$ cat src/dcm_pkg.sv
// Constants shared by the DS0 channel monitor design.
// Assumes one system clock; offsets are the framer's 8-bit register addresses.
package dcm_pkg;

    // ----------------------------------------
    // Register offsets
    // ----------------------------------------
    localparam logic [7:0] TX_MONITOR_SELECT_A_OFS = 8'h19;
    localparam logic [7:0] TX_MONITOR_DATA_A_OFS = 8'h1a;
    localparam logic [7:0] RX_MONITOR_SELECT_A_OFS = 8'h1e;
    localparam logic [7:0] RX_MONITOR_DATA_A_OFS = 8'h1f;
    localparam logic [7:0] TX_MONITOR_SELECT_B_OFS = 8'hb9;
    localparam logic [7:0] TX_MONITOR_DATA_B_OFS = 8'hba;
    localparam logic [7:0] RX_MONITOR_SELECT_B_OFS = 8'hbe;
    localparam logic [7:0] RX_MONITOR_DATA_B_OFS = 8'hbf;

    // ----------------------------------------
    // Field layout and reset values
    // ----------------------------------------
    localparam int SEL_MSB = 4;
    localparam int SEL_LSB = 0;
    localparam logic [4:0] SEL_RESET = 5'h00;
    localparam logic [7:0] SNAP_RESET = 8'h00;
    localparam logic [7:0] RDATA_RESET = 8'h00;

    // ----------------------------------------
    // Frame structure
    // ----------------------------------------
    localparam int CHANNEL_RATE_KBPS = 64;
    localparam int NUM_CHANNELS = 24;
    localparam logic [4:0] LAST_CHANNEL = 5'h17;
    localparam logic [7:0] FRAME_LAST_POS = 8'hc0;
    localparam logic [7:0] FBIT_POS = 8'h00;
    localparam logic [2:0] LAST_BIT_IDX = 3'h7;

endpackage
$ cat src/dcm_ds0_monitor.sv
// DS0 channel monitor for both framers of a dual T1 framer.
// Assumes a synchronous 8-bit register port and bit-strobed serial paths.
`timescale 1ns/1ns
module dcm_ds0_monitor (
    // Clock, reset, enable
    input wire logic clk,
    input wire logic reset,
    input wire logic ce,
    // Register port
    input wire logic [7:0] addr,
    input wire logic wr_en,
    input wire logic rd_en,
    input wire logic [7:0] wr_data,
    output logic [7:0] rd_data,
    // Framer A transmit path, backplane toward line
    input wire logic tx_a_bit_valid,
    input wire logic tx_a_bit,
    input wire logic tx_a_frame_sync,
    input wire logic [23:0] tx_a_replace_mask,
    input wire logic [7:0] tx_a_replace_code,
    output logic tx_a_out_bit,
    output logic tx_a_out_valid,
    // Framer A receive path, line toward backplane
    input wire logic rx_a_bit_valid,
    input wire logic rx_a_bit,
    input wire logic rx_a_frame_sync,
    input wire logic [23:0] rx_a_replace_mask,
    input wire logic [7:0] rx_a_replace_code,
    output logic rx_a_out_bit,
    output logic rx_a_out_valid,
    // Framer B transmit path
    input wire logic tx_b_bit_valid,
    input wire logic tx_b_bit,
    input wire logic tx_b_frame_sync,
    input wire logic [23:0] tx_b_replace_mask,
    input wire logic [7:0] tx_b_replace_code,
    output logic tx_b_out_bit,
    output logic tx_b_out_valid,
    // Framer B receive path
    input wire logic rx_b_bit_valid,
    input wire logic rx_b_bit,
    input wire logic rx_b_frame_sync,
    input wire logic [23:0] rx_b_replace_mask,
    input wire logic [7:0] rx_b_replace_code,
    output logic rx_b_out_bit,
    output logic rx_b_out_valid
);

    // ----------------------------------------
    // Select registers
    // ----------------------------------------
    logic [4:0] tx_sel_a_reg;
    logic [4:0] rx_sel_a_reg;
    logic [4:0] tx_sel_b_reg;
    logic [4:0] rx_sel_b_reg;
    logic [7:0] tx_snap_a;
    logic [7:0] rx_snap_a;
    logic [7:0] tx_snap_b;
    logic [7:0] rx_snap_b;
    logic [7:0] rd_data_next;
    logic wr_tx_a;
    logic wr_rx_a;
    logic wr_tx_b;
    logic wr_rx_b;
    logic [4:0] wr_sel;

    // Write decode; snapshot offsets take no write
    assign wr_tx_a = ce && wr_en && (addr == dcm_pkg::TX_MONITOR_SELECT_A_OFS);
    assign wr_rx_a = ce && wr_en && (addr == dcm_pkg::RX_MONITOR_SELECT_A_OFS);
    assign wr_tx_b = ce && wr_en && (addr == dcm_pkg::TX_MONITOR_SELECT_B_OFS);
    assign wr_rx_b = ce && wr_en && (addr == dcm_pkg::RX_MONITOR_SELECT_B_OFS);
    assign wr_sel = wr_data[dcm_pkg::SEL_MSB:dcm_pkg::SEL_LSB];

    // Select storage, upper bits not kept
    always_ff @(posedge clk) begin
        if (reset) begin
            tx_sel_a_reg <= dcm_pkg::SEL_RESET;
            rx_sel_a_reg <= dcm_pkg::SEL_RESET;
            tx_sel_b_reg <= dcm_pkg::SEL_RESET;
            rx_sel_b_reg <= dcm_pkg::SEL_RESET;
        end else begin
            if (wr_tx_a) tx_sel_a_reg <= wr_sel;
            if (wr_rx_a) rx_sel_a_reg <= wr_sel;
            if (wr_tx_b) tx_sel_b_reg <= wr_sel;
            if (wr_rx_b) rx_sel_b_reg <= wr_sel;
        end
    end

    // ----------------------------------------
    // Read path
    // ----------------------------------------
    // Unmapped offsets read zero; bits 7..5 of selects read zero
    assign rd_data_next =
        (addr == dcm_pkg::TX_MONITOR_SELECT_A_OFS) ? {3'h0, tx_sel_a_reg} :
        (addr == dcm_pkg::TX_MONITOR_DATA_A_OFS) ? tx_snap_a :
        (addr == dcm_pkg::RX_MONITOR_SELECT_A_OFS) ? {3'h0, rx_sel_a_reg} :
        (addr == dcm_pkg::RX_MONITOR_DATA_A_OFS) ? rx_snap_a :
        (addr == dcm_pkg::TX_MONITOR_SELECT_B_OFS) ? {3'h0, tx_sel_b_reg} :
        (addr == dcm_pkg::TX_MONITOR_DATA_B_OFS) ? tx_snap_b :
        (addr == dcm_pkg::RX_MONITOR_SELECT_B_OFS) ? {3'h0, rx_sel_b_reg} :
        (addr == dcm_pkg::RX_MONITOR_DATA_B_OFS) ? rx_snap_b : 8'h00;

    // Read data lands one clock after the strobe and then holds
    always_ff @(posedge clk) begin
        if (reset) begin
            rd_data <= dcm_pkg::RDATA_RESET;
        end else if (ce && rd_en) begin
            rd_data <= rd_data_next;
        end
    end

    // ----------------------------------------
    // Path monitors
    // ----------------------------------------
    // Transmit side sees backplane data before it heads to the line
    dcm_path_monitor u_tx_a (
        .clk(clk),
        .reset(reset),
        .ce(ce),
        .bit_valid(tx_a_bit_valid),
        .bit_in(tx_a_bit),
        .frame_sync(tx_a_frame_sync),
        .chan_sel(tx_sel_a_reg),
        .replace_mask(tx_a_replace_mask),
        .replace_code(tx_a_replace_code),
        .snapshot(tx_snap_a),
        .out_bit(tx_a_out_bit),
        .out_valid(tx_a_out_valid)
    );

    // Receive side sees line data before it heads to the backplane
    dcm_path_monitor u_rx_a (
        .clk(clk),
        .reset(reset),
        .ce(ce),
        .bit_valid(rx_a_bit_valid),
        .bit_in(rx_a_bit),
        .frame_sync(rx_a_frame_sync),
        .chan_sel(rx_sel_a_reg),
        .replace_mask(rx_a_replace_mask),
        .replace_code(rx_a_replace_code),
        .snapshot(rx_snap_a),
        .out_bit(rx_a_out_bit),
        .out_valid(rx_a_out_valid)
    );

    // Framer B transmit
    dcm_path_monitor u_tx_b (
        .clk(clk),
        .reset(reset),
        .ce(ce),
        .bit_valid(tx_b_bit_valid),
        .bit_in(tx_b_bit),
        .frame_sync(tx_b_frame_sync),
        .chan_sel(tx_sel_b_reg),
        .replace_mask(tx_b_replace_mask),
        .replace_code(tx_b_replace_code),
        .snapshot(tx_snap_b),
        .out_bit(tx_b_out_bit),
        .out_valid(tx_b_out_valid)
    );

    // Framer B receive
    dcm_path_monitor u_rx_b (
        .clk(clk),
        .reset(reset),
        .ce(ce),
        .bit_valid(rx_b_bit_valid),
        .bit_in(rx_b_bit),
        .frame_sync(rx_b_frame_sync),
        .chan_sel(rx_sel_b_reg),
        .replace_mask(rx_b_replace_mask),
        .replace_code(rx_b_replace_code),
        .snapshot(rx_snap_b),
        .out_bit(rx_b_out_bit),
        .out_valid(rx_b_out_valid)
    );

    // ----------------------------------------
    // Assertions
    // ----------------------------------------
    AST_SEL_WRITE: assert property (@(posedge clk) disable iff (reset)
        wr_tx_a |=> tx_sel_a_reg == $past(wr_sel))
        else $error("transmit select A not written from bits 4..0");
    AST_SEL_B_WRITE: assert property (@(posedge clk) disable iff (reset)
        wr_rx_b |=> rx_sel_b_reg == $past(wr_sel))
        else $error("receive select B not written");
    AST_RX_SEL_WRITE: assert property (@(posedge clk) disable iff (reset)
        wr_rx_a |=> rx_sel_a_reg == $past(wr_sel))
        else $error("receive select A not written");
    AST_TX_B_WRITE: assert property (@(posedge clk) disable iff (reset)
        wr_tx_b |=> tx_sel_b_reg == $past(wr_sel))
        else $error("transmit select B not written");
    AST_SEL_READ: assert property (@(posedge clk) disable iff (reset)
        (ce && rd_en && addr == dcm_pkg::RX_MONITOR_SELECT_A_OFS) |=> rd_data == {3'h0, $past(rx_sel_a_reg)})
        else $error("receive select A read wrong");
    AST_CE_HOLD: assert property (@(posedge clk) disable iff (reset)
        !ce |=> $stable(rd_data))
        else $error("read data moved while clock enable low");
    AST_SNAP_READ: assert property (@(posedge clk) disable iff (reset)
        (ce && rd_en && addr == dcm_pkg::RX_MONITOR_DATA_A_OFS) |=> rd_data == $past(rx_snap_a))
        else $error("receive snapshot A read wrong");
    AST_TX_READ: assert property (@(posedge clk) disable iff (reset)
        (ce && rd_en && addr == dcm_pkg::TX_MONITOR_DATA_A_OFS) ##1 !rd_en [*2] |-> $stable(rd_data))
        else $error("read data did not hold");
    AST_RO_SNAP: assert property (@(posedge clk) disable iff (reset)
        (ce && wr_en && addr == dcm_pkg::TX_MONITOR_DATA_B_OFS) |=> $stable(tx_sel_b_reg))
        else $error("write to snapshot disturbed state");

    COV_RD_SNAP: cover property (@(posedge clk) disable iff (reset)
        ce && rd_en && addr == dcm_pkg::RX_MONITOR_DATA_B_OFS);
    COV_WR_SEL: cover property (@(posedge clk) disable iff (reset) wr_tx_b);

endmodule

$ cat src/dcm_path_monitor.sv
// One serial path of a framer: per-channel replacement plus a DS0 snapshot.
// Assumes bits arrive one per bit_valid strobe, frame_sync marking the F bit.
`timescale 1ns/1ns
module dcm_path_monitor (
    // Clock, reset, enable
    input wire logic clk,
    input wire logic reset,
    input wire logic ce,
    // Incoming serial path
    input wire logic bit_valid,
    input wire logic bit_in,
    input wire logic frame_sync,
    // Configuration
    input wire logic [4:0] chan_sel,
    input wire logic [23:0] replace_mask,
    input wire logic [7:0] replace_code,
    // Results
    output logic [7:0] snapshot,
    output logic out_bit,
    output logic out_valid
);

    // ----------------------------------------
    // Bit position decode
    // ----------------------------------------
    logic [7:0] pos_reg;
    logic [6:0] shift_reg;
    logic [7:0] cur_pos;
    logic [7:0] cur_m1;
    logic [4:0] cur_chan;
    logic [2:0] cur_bit;
    logic is_fbit;
    logic step;
    logic in_sel;
    logic done;
    logic repl;
    logic code_bit;

    // Frame sync re-aligns the count on every frame, so a slip heals itself
    assign cur_pos = frame_sync ? dcm_pkg::FBIT_POS : pos_reg;
    assign cur_m1 = cur_pos - 8'h01;
    assign cur_chan = cur_m1[7:3];
    assign cur_bit = cur_m1[2:0];
    assign is_fbit = (cur_pos == dcm_pkg::FBIT_POS);
    assign step = ce && bit_valid;
    assign in_sel = !is_fbit && (cur_chan == chan_sel);
    assign done = step && in_sel && (cur_bit == dcm_pkg::LAST_BIT_IDX);
    assign repl = !is_fbit && replace_mask[cur_chan];
    assign code_bit = replace_code[dcm_pkg::LAST_BIT_IDX - cur_bit];

    // Position counter and channel assembly
    always_ff @(posedge clk) begin
        if (reset) begin
            pos_reg <= dcm_pkg::FBIT_POS;
            shift_reg <= 7'h00;
            snapshot <= dcm_pkg::SNAP_RESET;
        end else if (step) begin
            pos_reg <= (cur_pos == dcm_pkg::FRAME_LAST_POS) ? dcm_pkg::FBIT_POS : cur_pos + 8'h01;
            shift_reg <= {shift_reg[5:0], bit_in};
            if (done) begin
                snapshot <= {shift_reg, bit_in};
            end
        end
    end

    // Replaced stream, code sent MSB first
    always_ff @(posedge clk) begin
        if (reset) begin
            out_bit <= 1'b0;
            out_valid <= 1'b0;
        end else if (ce) begin
            out_valid <= bit_valid;
            if (bit_valid) begin
                out_bit <= repl ? code_bit : bit_in;
            end
        end
    end

    // ----------------------------------------
    // Assertions
    // ----------------------------------------
    logic [6:0] hist_reg;
    always_ff @(posedge clk) begin
        if (reset) begin
            hist_reg <= 7'h00;
        end else if (step) begin
            hist_reg <= {hist_reg[5:0], bit_in};
        end
    end

    AST_SNAP_ORDER: assert property (@(posedge clk) disable iff (reset)
        done |=> snapshot == {$past(hist_reg), $past(bit_in)})
        else $error("snapshot bit order wrong");
    AST_SNAP_HOLD: assert property (@(posedge clk) disable iff (reset)
        !done |=> $stable(snapshot))
        else $error("snapshot changed outside its slot");
    AST_BAD_SEL: assert property (@(posedge clk) disable iff (reset)
        (chan_sel > dcm_pkg::LAST_CHANNEL) |-> !done)
        else $error("snapshot taken for illegal channel");
    AST_WRAP: assert property (@(posedge clk) disable iff (reset)
        (step && cur_pos == dcm_pkg::FRAME_LAST_POS) |=> pos_reg == dcm_pkg::FBIT_POS)
        else $error("frame count did not wrap after 193 bits");
    AST_REPLACE: assert property (@(posedge clk) disable iff (reset)
        (step && repl) |=> out_valid && out_bit == $past(code_bit))
        else $error("replacement code bit wrong");
    AST_PASS: assert property (@(posedge clk) disable iff (reset)
        (step && !repl) |=> out_valid && out_bit == $past(bit_in))
        else $error("unreplaced bit altered");
    AST_SNAP_SLOT: assert property (@(posedge clk) disable iff (reset)
        done |-> cur_pos == {chan_sel, 3'h0} + 8'h08)
        else $error("snapshot not at end of selected slot");

    COV_SNAP: cover property (@(posedge clk) disable iff (reset) done);
    COV_REPL: cover property (@(posedge clk) disable iff (reset) step && repl);
    COV_WRAP: cover property (@(posedge clk) disable iff (reset) step && frame_sync);

endmodule

$ cat config.mk
export PLATFORM = sky130hd
export DESIGN_NAME = dcm_ds0_monitor
export DESIGN_NICKNAME = d
export VERILOG_FILES = /design/src/dcm_pkg.sv /design/src/dcm_ds0_monitor.sv /design/src/dcm_path_monitor.sv
export SDC_FILE = /design/constraint.sdc
export NUM_CORES = 1
export LEC_CHECK = 0
export ABC_AREA = 1
export BUFFER_PORTS_ARGS = -buffer_cell sky130_fd_sc_hd__buf_4
export CORE_ASPECT_RATIO = 0.7
export CORE_MARGIN = 8
export CORE_UTILIZATION = 25
export DETAILED_ROUTE_END_ITERATION = 10
export HOLD_SLACK_MARGIN = 0.06
export SYNTH_ARGS = -nofsm -noshare
export SYNTH_HDL_FRONTEND = slang
export SYNTH_SLANG_ARGS = --single-unit
$ cat constraint.sdc
create_clock -name clk -period 2.4 [get_ports clk]
set_input_delay 0.6 -clock clk [delete_from_list [all_inputs] [get_ports clk]]
set_output_delay 0.6 -clock clk [all_outputs]
set_load 0.1 [all_outputs]
# ---- After elaboration in Yosys (flattened, before gate mapping)
# Index checks and enable logic that the tools add are counted.
dict set report op_classes {
  n_lt_le_gt_ge 8
  n_reduce_logical 42
  muxes 36
  n_addsub 12
  n_eq_ne 20
}
# cell count
set ops {}
lappend ops {{8-bit two-way mux} 16}
lappend ops {{8-bit equality test, second input constant} 8}
lappend ops {{8-bit by 1-bit adder with 8-bit output, second input constant} 4}
lappend ops {{8-bit by 5-bit equality test with 1-bit output, second input constant} 4}
lappend ops {{8-bit zero test} 4}
lappend ops {{8-bit by 1-bit subtractor with 8-bit output, second input constant} 4}
lappend ops {{1-bit logical AND} 26}
lappend ops {{5-bit by 6-bit less-than comparator with 1-bit output, second input constant} 4}
lappend ops {{1-bit binary-select mux with 5-bit select} 4}
lappend ops {{5-bit equality test} 4}
lappend ops {{3-bit by 4-bit less-than comparator with 1-bit output, second input constant} 4}
lappend ops {{2-bit AND reduction} 8}
lappend ops {{1-bit binary-select mux with 3-bit select} 4}
lappend ops {{3-bit equality test, second input constant} 4}
lappend ops {{1-bit two-way mux} 12}
lappend ops {{3-bit subtractor, first input constant} 4}
lappend ops {{1-bit zero test} 4}
dict set report word_totals {
  ff_bits 128
  output_inout_bits 16
}

# ---- Depth between registers and ports, before layout
# Gate-level depths: netlist (run 1).
dict set report logic_depth {
  depth_word 9
  depth_mapped 18
  mapped_depth_nobuf 16
}

# ---- Hierarchy
# From an unflattened synthesis (run 1), not the netlist that was laid out.
dict set report unflattened {
  hier_cells 1315
  hier_area_um2 8774.7
}
# mod cells_each area_each_um2 seq_area_each_um2 instances
set modules_own_cells {}
lappend modules_own_cells {{dcm_path_monitor at u_tx_a ...} 273 1823.0 500.5 2}
lappend modules_own_cells {{dcm_path_monitor at u_rx_a ...} 265 1724.2 500.5 2}
lappend modules_own_cells {dcm_ds0_monitor 239 1680.4 560.5 1}

# ---- Least setup slack after synthesis (run 1)
# No wires, ideal clock.
dict set report synth_path {
  kind {input-to-reg}
  from {input port rx_a_frame_sync}
  to {register u_rx_a.snapshot[2]}
  setup_slack_ns -0.137
  path_buffers 3
  setup_time_ns 0.137
  path_stages 15
  arrival_time_ns 2.401
  cell_sequence {inv_2 > buf_6 > nand2_2 > buf_4 > ha_1 > nand3_2 > inv_2 > nand2_1 > nand2_1 > xor2_1 > nor3_2 > nand4_2 > buf_6 > nor2_1 > a211oi_2}
}
dict set report synth_between {
  elab_chain_cells 7
  word_cells_on_any_way 10
}
# item line_no
set synth_lines {}
lappend synth_lines {{start: declaration} dcm_ds0_monitor.sv:26} ;# input wire logic rx_a_frame_sync,
lappend synth_lines {{8-bit two-way mux (*)} dcm_path_monitor.sv:40} ;# assign cur_pos = frame_sync ? dcm_pkg::FBIT_POS : pos_reg;
lappend synth_lines {{8-bit by 1-bit subtractor with 8-bit output or 8-bit zero test (tied branches)} {dcm_path_monitor.sv:41, dcm_path_monitor.sv:44}}
lappend synth_lines {{5-bit equality test or 1-bit zero test (tied branches)} dcm_path_monitor.sv:46} ;# assign in_sel = !is_fbit && (cur_chan == chan_sel);
lappend synth_lines {{1-bit logical AND} dcm_path_monitor.sv:46}
lappend synth_lines {{1-bit logical AND} dcm_path_monitor.sv:47} ;# assign done = step && in_sel && (cur_bit == dcm_pkg::LAST_BIT_IDX);
lappend synth_lines {{1-bit logical AND (*)} dcm_path_monitor.sv:47}
lappend synth_lines {{2-bit AND reduction (no source line) (*)} --}
lappend synth_lines {{end signal: assignment} dcm_path_monitor.sv:56} ;# snapshot <= dcm_pkg::SNAP_RESET;
lappend synth_lines {{end signal: assignment} dcm_path_monitor.sv:61} ;# snapshot <= {shift_reg, bit_in};
lappend synth_lines {{end: declaration} dcm_path_monitor.sv:18} ;# output logic [7:0] snapshot,
# Every way passes the cells marked *; elsewhere a longest branch is shown, timed or not.
# A chain may end at the register's enable or synchronous reset.

# ---- Worst setup path after layout (run 1)
dict set report layout_path {
  from {register u_tx_b.pos_reg[1]}
  to {register u_tx_b.snapshot[2]}
}
dict set report layout_between {
  elab_chain_cells 7
  word_cells_on_any_way 10
}
# item line_no
set layout_lines {}
lappend layout_lines {{start: declaration} dcm_path_monitor.sv:26} ;# logic [7:0] pos_reg;
lappend layout_lines {{start signal: assignment} dcm_path_monitor.sv:54} ;# pos_reg <= dcm_pkg::FBIT_POS;
lappend layout_lines {{start signal: assignment} dcm_path_monitor.sv:58} ;# pos_reg <= (cur_pos == dcm_pkg::FRAME_LAST_POS) ? dcm_pkg::FBIT_POS : cur_pos + 8'h01;
lappend layout_lines {{8-bit two-way mux (*)} dcm_path_monitor.sv:40}
lappend layout_lines {{8-bit by 1-bit subtractor with 8-bit output or 8-bit zero test (tied branches)} {dcm_path_monitor.sv:41, dcm_path_monitor.sv:44}}
lappend layout_lines {{5-bit equality test or 1-bit zero test (tied branches)} dcm_path_monitor.sv:46}
lappend layout_lines {{1-bit logical AND} dcm_path_monitor.sv:46}
lappend layout_lines {{1-bit logical AND} dcm_path_monitor.sv:47}
lappend layout_lines {{1-bit logical AND (*)} dcm_path_monitor.sv:47}
lappend layout_lines {{2-bit AND reduction (no source line) (*)} --}
lappend layout_lines {{end signal: assignment} dcm_path_monitor.sv:56}
lappend layout_lines {{end signal: assignment} dcm_path_monitor.sv:61}
lappend layout_lines {{end: declaration} dcm_path_monitor.sv:18}
# Marks and branches as above.

==> results of run 1 <==
[cells in the final DEF, fill, tap and decap left out, types with 4 or more instances in the layout]
master / count
a211oi_2: 9
ha_1: 10
clkinv_4: 5
o21ai_0: 88
buf_4: 261
nor2_2: 10
nand3_2: 12
nand2_4: 6
o2111ai_1: 4
bufinv_16: 4
inv_1: 142
o21ai_1: 7
dfxtp_1: 128
nand4_1: 7
nand2_2: 20
nor2_1: 148
nand2_1: 301
nand3b_1: 12
clkbuf_16: 17
xor2_1: 25
nand3_1: 144
o22ai_1: 9
inv_2: 12
xor2_2: 4
a21oi_1: 94
nor3_2: 4
nor3_1: 10
clkinv_1: 4
[worst paths after layout]
kind	from	end	slack [ps]	cells after the start
setup / recovery	u_tx_b.pos_reg[1]	u_tx_b.snapshot[2]	270	14
hold / removal	tx_a_bit	u_tx_a.snapshot[0]	420	3
setup reg to reg	u_tx_b.pos_reg[1]	u_tx_b.snapshot[2]	270	14
hold reg to reg	u_tx_b.snapshot[4]	u_tx_b.snapshot[4]	450	2
[metrics by stage]
| step | instances | area, um2 | hold WS, ps |
|---|---|---|---|
| floorplan | 1275 | 8222 | 423.8 |
| global placement | 1931 | 10560 | 444.0 |
| detailed placement | 1931 | 10560 | 447.3 |
| CTS | 1963 | 11200 | 404.4 |
| global route | 1966 | 11230 | 458.2 |
| finish | 1966 | 11230 | 422.2 |
[Yosys cell counts, drive strengths merged, types with 2 or more instances]
cell type	instances
nand2	327
nor2	159
inv	156
nand3	155
dfxtp	128
o21ai	99
a21oi	94
xor2	29
clkbuf	19
buf	15
nor3	14
ha	12
nand3b	12
nand4	11
a211oi	9
o22ai	9
o2111ai	4
a31oi	3
clkinv	3
o221ai	3
o32ai	3
a221oi	2
nor4	2
o211ai	2
[layout make-up]
| class | instances | area [um2] | share of cell area |
|---|---|---|---|
| antenna | 1 | 2.502 | 0.0002229 |
| clock buffer | 17 | 425.4 | 0.03789 |
| clock inverter | 15 | 210.2 | 0.01872 |
| inverter | 159 | 599.3 | 0.05338 |
| multi-input combinational | 955 | 4875 | 0.4341 |
| sequential | 128 | 2562 | 0.2282 |
| tap | 427 | 534.3 | 0.04758 |
| timing repair buffer | 264 | 2019 | 0.1799 |
[tightest hold or removal path: cells and delay by family]
family | cells | cell delay [ps]
buf+inv | 1 | 90
simple gates | 2 | 120
[kinds of logic after synthesis]
logic type | after synthesis | synth area share
multiplexers | 1 | 0.001224
AO/OA/AOI/OAI | 231 | 0.1610
adder cells (fa/ha/maj) | 12 | 0.01836
buffers and inverters | 193 | 0.09731
XOR/XNOR | 29 | 0.03473
flip-flops | 128 | 0.3133
AND/OR/NAND/NOR | 681 | 0.3741
[what timing repair did]
item / in CTS / in global routing
setup endpoints to repair: 0 / 7
hold buffers: 0 / 0
resized for setup: 0 / 3
setup buffers: 0 / 1
[power by group]
part / total, W / switching (W) / internal, W
clock: 0.00277 / 0.00102 / 0.00175
sequential: 0.00221 / 0.0000348 / 0.00217
combinational: 0.00102 / 0.000574 / 0.000447
total: 0.00600 / 0.00163 / 0.00437
[routing by layer]
layer | wire length [um] | vias to the layer above | global-route usage
met1 | 12750 | 4132 | 0.1799
met2 | 12230 | 177 | 0.2139
met5 | 0 | - | 0
met3 | 1378 | 27 | 0.03208
met4 | 350 | 0 | 0.03332
li1 | - | 4672 | -
==> metrics.cfg, run 1 <==
[route]
drt-vias-per-instance=4.582
num_vias=9008
route.detailed.drc=0
routed_wl_mm=26.71
post_drt_wl_per_cell_um=13.59
ant_nets=0
dr.pass1.iters=5
drt_iter0_markers=556

[logic_synthesis]
synth_warnings=0
synth_edf_count=0
synth_nets=1448
synthDistinctLibCells=46
avgSynthCellArea_um2=6.414
synthArstFlopShare=0
yosysTopAreaCell=dfxtp_1
postSynthCellCount=1275
synth-seq-cells=128
synthTopCellsByArea=dfxtp_1 31%, nand2_1 14%, nand3_1 8.9%
synth_area_um2=8178
synthFlopType=dfxtp_1
synth_seq_area_share=0.3133
yosysTopAreaCellShare=0.3133

[cts]
cts_buffers=17
clock_latency_ps=410
clock_sinks=128
clkSlewWorstSetupHoldPaths_ps=60
cts_tree=done
htreeDepth=4
cts-root-buf=clkbuf_16
clk_path_buf_depth=2

[placed_design]
gp_congestion=0.8348
dp_hpwl_mm=21.14
io_buffers=173
pre_cts_ws_ps=-147.3

[setup_path]
critPathSlowestCell=dfxtp_1
crit_fanout=6
crit_family=simple AND/OR/NAND/NOR gates
worst-path-buf-inv=4
crit_path_frequent_cell=nand2_1
required_ps=2740
end_kind=register
start_kind=register
critPathMaxStageDelay_ps=410
path_class=register to register
arrival_ps=2480
crit_chain=nand2_1, ha_1, nand3_2, inv_2, nand3_1, inv_1, nand2_1, nand2_1, inv_1, nor2_1, nor3_2, nand3_2, buf_4, a21oi_1

[worst_hold_path]
hp-class=primary input to register

[cells_and_area]
fillers=3446
syn2layout_area_growth_pct=37.30
fin_nets=1698
drive_gt1_frac=0.2503
fin_util=0.3479

[sta]
finalHoldViolations=0
fin_worst_skew_ps=7.138
max_freq_mhz=468.5
rsz0062_at_grt=false
min_period_ps=2134
period_share=0.8894
setup-tns-final_ps=0
slew_headroom=0.5143
setup_ws_ps=265.5
setup_viol=0
slew_viol_final=0
worst-slew-pin-transition_ps=728.5

[pwr]
power.leakage_nw=5.178
ir_worst_vdd_mv=0.4088
power_density_nw_per_um2=534.3
p_total_w=0.006000

[run]
max_cap_violations=0

[floorplan]
die_h_um=167.3
rows=55
coreArea_um2=32270
die_w_um=232.2
io_pins=177
dieArea_um2=38850
start_util=0.2534

[global_routing]
antenna_found_initial=1
track_usage=0.1343
grt_pass1_wl_mm=43.41
gr-total-overflow=0
grt_pass1_vias=8617
grt_max_degree=58

[run_status]
outcome=complete, no violations

Power figures use the tool's default switching activity.
==> run 2: changes to the inputs <==
--- a/config.mk
+++ b/config.mk
@@ -5,7 +5,7 @@
 export SDC_FILE = /design/constraint.sdc
 export NUM_CORES = 1
 export LEC_CHECK = 0
-export ABC_AREA = 1
+export ABC_AREA = 0
 export BUFFER_PORTS_ARGS = -buffer_cell sky130_fd_sc_hd__buf_4
 export CORE_ASPECT_RATIO = 0.7
 export CORE_MARGIN = 8
==> run 2 against run 1 <==
  * The flow now finishes with violations (negative setup slack)
  * Core utilization rose by 2.7 points
  * Sequential cell count unchanged
  * Hold slack better by 28 ps
  * Sequential power fell by 2%
  * Final area up 4.5%
  * Setup slack got worse by 280 ps
==> metrics.cfg, run 2 <==
[setup_path]
critPathMaxStageDelay_ps=430  ; +20 ps
critPathSlowestCell=or4_4
crit_chain=or3_4, nor3_2, buf_4, mux2_4, or3_4, o2111ai_2, nor2_2, or4_4, nand3_2
required_ps=2760  ; +20 ps
crit_path_frequent_cell=or3_4
arrival_ps=2780  ; +300 ps
start_kind=register
crit_fanout=4  ; -2
end_kind=register
path_class=register to register

[route]
dr.pass1.iters=5  ; unchanged
ant_nets=0  ; unchanged
drt-vias-per-instance=4.811  ; +5.0%
post_drt_wl_per_cell_um=16.31  ; +20%
route.detailed.drc=0  ; unchanged
routed_wl_mm=27.33  ; +2.3%
num_vias=8064  ; -10%
drt_iter0_markers=481  ; -13%

[cells_and_area]
final_cell_mix=301 x buf_4, 117 x dfxtp_1, 112 x nor2_1
n_antenna_cell=0  ; -1
stdcell_area_um2=11730  ; +4.5%
syn2layout_area_growth_pct=46.93
fillers=3165  ; -8.2%
final_common_cell=buf_4
fin_nets=1416  ; -17%
fin_util=0.3751  ; +0.02715
drive_gt1_frac=0.3646  ; +0.1143

[cts]
cts-root-buf=clkbuf_16
clkSlewWorstSetupHoldPaths_ps=60  ; about the same
cts_buffers=17  ; unchanged
clock_latency_ps=420  ; about the same
htreeDepth=4  ; unchanged
cts_tree=done
clk_path_buf_depth=2  ; unchanged
clock_sinks=128  ; unchanged

[logic_synthesis]
synth_edf_count=0  ; unchanged
synthFlopType=dfxtp_1
synthTopCellsByCount=128 x dfxtp_1, 113 x nor2_1, 107 x nand2_1
postSynthCellCount=970  ; -24%
synthArstFlopShare=0  ; unchanged
synth_seq_area_share=0.3209  ; +0.007561
synth_warnings=0  ; unchanged
avgSynthCellArea_um2=8.232  ; +28%
yosysMostFrequentCell=dfxtp_1
synthDistinctLibCells=68  ; +48%
synthTopCellsByArea=dfxtp_1 32%, mux2i_1 13%, nor2_1 5.3%
synth_area_um2=7985  ; -2.4%
synth_nets=1143  ; -21%
synth-seq-cells=128  ; unchanged
yosysTopAreaCellShare=0.3209  ; +0.007561
yosysTopAreaCell=dfxtp_1

[floorplan]
die_h_um=165.5  ; -1.1%
die_w_um=229.6  ; -1.1%
coreArea_um2=31280  ; -3.1%
rows=54  ; -1.8%
io_pins=177  ; unchanged
start_util=0.2553  ; +0.001877
dieArea_um2=38010  ; -2.2%

[pwr]
ir_worst_vdd_mv=0.5486  ; +34%
p_total_w=0.005771  ; -3.8%
power_density_nw_per_um2=491.9  ; -7.9%
power.leakage_nw=5.120  ; -1.1%

[sta]
max_freq_mhz=413.8  ; -12%
period_share=1.007  ; +0.1175
finalHoldViolations=0  ; unchanged
slew_viol_final=0  ; unchanged
rsz0062_at_grt=true
slew_headroom=0.6602  ; +0.1459
setup_ws_ps=-16.48  ; -282.0 ps
worst-slew-pin-transition_ps=509.7  ; -218.9 ps
fin_worst_skew_ps=9.584  ; +2.446 ps
setup_viol=1  ; +1
min_period_ps=2416  ; +282.0 ps

[run_status]
outcome=finished with violations
violations=negative setup slack

[global_routing]
antenna_found_initial=0  ; -1
track_usage=0.1375  ; +0.003273
grt_pass1_wl_mm=42.52  ; -2.1%
gr-total-overflow=0  ; unchanged
grt_max_degree=39  ; -33%
grt_pass1_vias=7997  ; -7.2%

[placed_design]
dp_hpwl_mm=20.72  ; -2.0%
placedInstanceArea_um2=10670  ; +1.0%
io_buffers=173  ; unchanged
gp_congestion=0.8754  ; +4.9%

[run]
max_cap_violations=0  ; unchanged

[worst_hold_path]
hp-class=primary input to register

run 2: repair_timing:
| item | 4_1_cts | 5_1_grt |
|---|---|---|
| hold endpoints to repair | 0 | 0 |
| resized for setup | 26 | 43 |
| endpoints found under the setup margin | 21 | 36 |
| gates cloned | 0 | 3 |
| pin swaps | 3 | 17 |
| hold buffers | 0 | 0 |
| buffers inserted | 2 | 15 |
run 2: power breakdown:
group / switching, W / internal (W)
logic: 0.000495 / 0.000484
clock network: 0.00103 / 0.00159
registers: 0.0000234 / 0.00215
run 2: worst paths after layout:
| path | start | end | slack [ps] | cells after the start |
|---|---|---|---|---|
| hold reg to reg | u_rx_a.shift_reg[6] | u_rx_a.shift_reg[6] | 460 | 2 |
| hold / removal | tx_b_bit | u_tx_b.snapshot[0] | 450 | 3 |
| setup / recovery | u_tx_a.pos_reg[2] | u_tx_a.out_bit | -20 | 9 |
| setup reg to reg | u_tx_a.pos_reg[2] | u_tx_a.out_bit | -20 | 9 |
run 2: layout make-up:
cell class	instances	area, um2	area share
multi-input combinational	758	5466	0.4659
sequential	128	2584	0.2202
timing repair buffer	315	2477	0.2112
tap	420	525.5	0.04479
clock buffer	20	456.7	0.03893
clock inverter	12	132.6	0.01130
inverter	23	90.09	0.007678
run 2: critical path, delay by kind of cell (launching register included):
kind / cells / cell delay, ps
compound gates: 1 / 100
mux: 1 / 310
simple gates: 6 / 1460
buf+inv: 1 / 150
flops: 1 / 340
run 2: kinds of logic (layout without fill, tap and decap cells):
kind of cell    Yosys count  in the layout  share of synthesized area
mux                     129            129                     0.1819
compound gates          193            193                     0.1553
fa+ha+maj                12             12                    0.01880
flops                   128            128                     0.3209
buf+inv                  85            370                    0.04403
simple gates            396            397                     0.2495
xor+xnor                 27             27                    0.02961
run 2: per-stage QoR:
stage / setup TNS [ps] / setup WS [ps] / hold slack, ps / std cells
3_5_place_dp: -9749 / -516.1 / 454.2 / 1624
6_report: -16.48 / -16.48 / 450.4 / 1676
2_1_floorplan: -7864 / -467.8 / 435.7 / 970
3_3_place_gp: -9060 / -495.2 / 445.3 / 1624
5_1_grt: -1875 / -116.5 / 444.1 / 1676
4_1_cts: -12.48 / -12.48 / 434.7 / 1658
run 2: per-layer routing:
layer / vias to the layer above / share of wire / GRT usage / wire length (um)
li1: 4050 / - / - / -
met1: 3817 / 0.49 / 0.1885 / 13450
met2: 174 / 0.46 / 0.2211 / 12580
met3: 23 / 0.040 / 0.02782 / 1082
met4: 0 / 0.0081 / 0.03007 / 221
met5: - / 0 / 0 / 0
==> run 3: changes to the inputs <==
==> constraint.sdc (replaced) <==
create_clock -name clk -period 2.8 [get_ports clk]
set_input_delay 0.7 -clock clk [delete_from_list [all_inputs] [get_ports clk]]
set_output_delay 0.7 -clock clk [all_outputs]
set_load 0.1 [all_outputs]
==> run 3 against run 2 <==
  * The run now ends clean
  * Critical path depth is 1 lower
  * Via count fell by 3.2%
  * Global-route usage down 0.87 points
  * Setup slack gained 190 ps
  * Critical endpoint unchanged
==> metrics.cfg, run 3 (same netlist as run 2, synthesis figures left out) <==
[pwr]
ir_worst_vdd_mv=0.3882  ; -29%
power_density_nw_per_um2=429.6  ; -13%
p_total_w=0.004683  ; -19%
power.leakage_nw=4.715  ; -7.9%

[cts]
htreeDepth=4  ; unchanged
clock_latency_ps=420  ; about the same
cts-root-buf=clkbuf_16
clkSlewWorstSetupHoldPaths_ps=60  ; about the same
cts_buffers=17  ; unchanged
clock_sinks=128  ; unchanged
cts_tree=done
clk_path_buf_depth=2  ; unchanged

[cells_and_area]
final_common_cell=buf_4
syn2layout_area_growth_pct=36.54
layout.area.seq_um2=2564  ; -0.77%
fillers=3199  ; +1.1%
drive_gt1_frac=0.2879  ; -0.07678
fin_nets=1355  ; -4.3%
layout.cells.non_filler=1616  ; -3.6%
multi_input_area_um2=5165  ; -5.5%
fin_util=0.3485  ; -0.02652
final_cell_mix=247 x buf_4, 127 x dfxtp_1, 113 x nor2_1

[setup_path]
cp-startpoint=u_tx_a.pos_reg[2]
r2r_start=u_tx_a.pos_reg[2]
arrival_ps=2980  ; +200 ps
required_ps=3150  ; +390 ps
path_class=register to register
ff2ff_path_depth=8  ; -1
end_kind=register
rrSetupSlack_ps=170  ; +190 ps
crit_fanout=3  ; -1
regToRegEndpoint=u_tx_a.out_bit
start_kind=register

[floorplan]
dieArea_um2=38010  ; unchanged
die_h_um=165.5  ; unchanged
io_pins=177  ; unchanged
rows=54  ; unchanged
coreArea_um2=31280  ; unchanged
start_util=0.2553  ; unchanged
die_w_um=229.6  ; unchanged

[route]
dr.pass1.iters=5  ; unchanged
drt-vias-per-instance=4.829  ; +0.37%
num_vias=7804  ; -3.2%
drt_iter0_markers=547  ; +14%
ant_nets=0  ; unchanged
route.detailed.drc=0  ; unchanged
routed_wl_mm=25.56  ; -6.5%
post_drt_wl_per_cell_um=15.82  ; -3.0%

[sta]
slew_headroom=0.5631  ; -0.09712
setup_ws_ps=169.2  ; +185.7 ps
max_freq_mhz=380.1  ; -8.1%
fin_worst_skew_ps=10.44  ; +0.8547 ps
finalHoldViolations=0  ; unchanged
min_period_ps=2631  ; +214.3 ps
period_share=0.9396  ; -0.06729
setup_viol=0  ; -1
worst-slew-pin-transition_ps=655.3  ; +145.7 ps
slew_viol_final=0  ; unchanged

[global_routing]
use_met3=0.03072  ; +0.002902
grt_use_met1=0.1801  ; -0.008415
grt.met2_usage=0.2024  ; -0.01870
grt_pass1_vias=7514  ; -6.0%
gr-total-overflow=0  ; unchanged
antenna_found_initial=0  ; unchanged
track_usage=0.1288  ; -0.008716
busiest_layer=met2
grt_pass1_wl_mm=40.05  ; -5.8%
grt_max_degree=54  ; +38%

[placed_design]
dp_hpwl_mm=19.74  ; -4.7%
io_buffers=173  ; unchanged
gp_congestion=0.8769  ; +0.17%
placed_cells=1583  ; -2.5%
pre_cts_ws_ps=-239.1  ; +277.0 ps

[worst_hold_path]
min_path_cells=2  ; -1
hp-class=register to register
min_from=u_tx_b.shift_reg[6]
min_to=u_tx_b.shift_reg[6]

[run_status]
outcome=complete, no violations

[run]
max_cap_violations=0  ; unchanged

run 3: changes by cell type in the layout (fill, tap and decap cells not counted), moves of 4 or more:
cell / change
buf_4: -54
buf_6: -6
dfxtp_1: +10
dfxtp_2: -7
nor4_1: +4
or3_1: +5
or3_4: -5
run 3: worst max path at each step:
stage | end | slack [ps] | cells past startpoint
finish | u_tx_a.out_bit | 170 | 8
floorplan | u_rx_a.out_bit | -170 | 13
global route | u_rx_a.out_bit | -30 | 10
detailed placement | u_rx_a.out_bit | -240 | 11
CTS | u_rx_a.out_bit | 120 | 10
global placement | u_rx_a.out_bit | -240 | 11
run 3: metal layers:
metal / vias to the layer above / part of all wire
met5: - / 0
met4: 0 / 0.0065
met3: 17 / 0.056
met2: 198 / 0.46
met1: 3663 / 0.48
li1: 3926 / -
run 3: per-stage QoR:
| stage | area, um2 | TNS (ps) | hold slack [ps] |
|---|---|---|---|
| after floorplan | 8134 | -235.5 | 435.7 |
| after detailed placement | 10350 | -1698 | 446.3 |
| after global routing | 10900 | -27.90 | 478.6 |
| final | 10900 | 0 | 453.5 |
| after global placement | 10350 | -574.6 | 443.2 |
| after CTS | 10890 | 0 | 454.1 |
run 3: critical path, stage by stage (launching register included):
cell and delay (ps):
dfxtp_1 300, or3_1 390, nor3_1 290, mux2_2 410, or3_1 400, o2111ai_1 120, nor2_1 80, or4_1 480
nand3_1 90
run 3: power breakdown:
| part | switching, W | internal, W |
|---|---|---|
| clock network | 0.000829 | 0.00123 |
| registers | 0.0000204 | 0.00184 |
| logic | 0.000394 | 0.000362 |
run 3: cell type report:
type / instances / share of cell area
Multi-Input combinational cell: 757 / 0.4737
Inverter: 23 / 0.008263
Timing Repair Buffer: 255 / 0.1848
Sequential cell: 128 / 0.2351
Clock inverter: 11 / 0.008377
Clock buffer: 21 / 0.04131
Antenna cell: 1 / 0.0002295
Tap cell: 420 / 0.04820
run 3: repair_timing:
action | in CTS | in global routing
setup endpoints to repair | 0 | 3
gates resized for setup | 0 | 3
buffers inserted | 0 | 0
hold buffers | 0 | 0
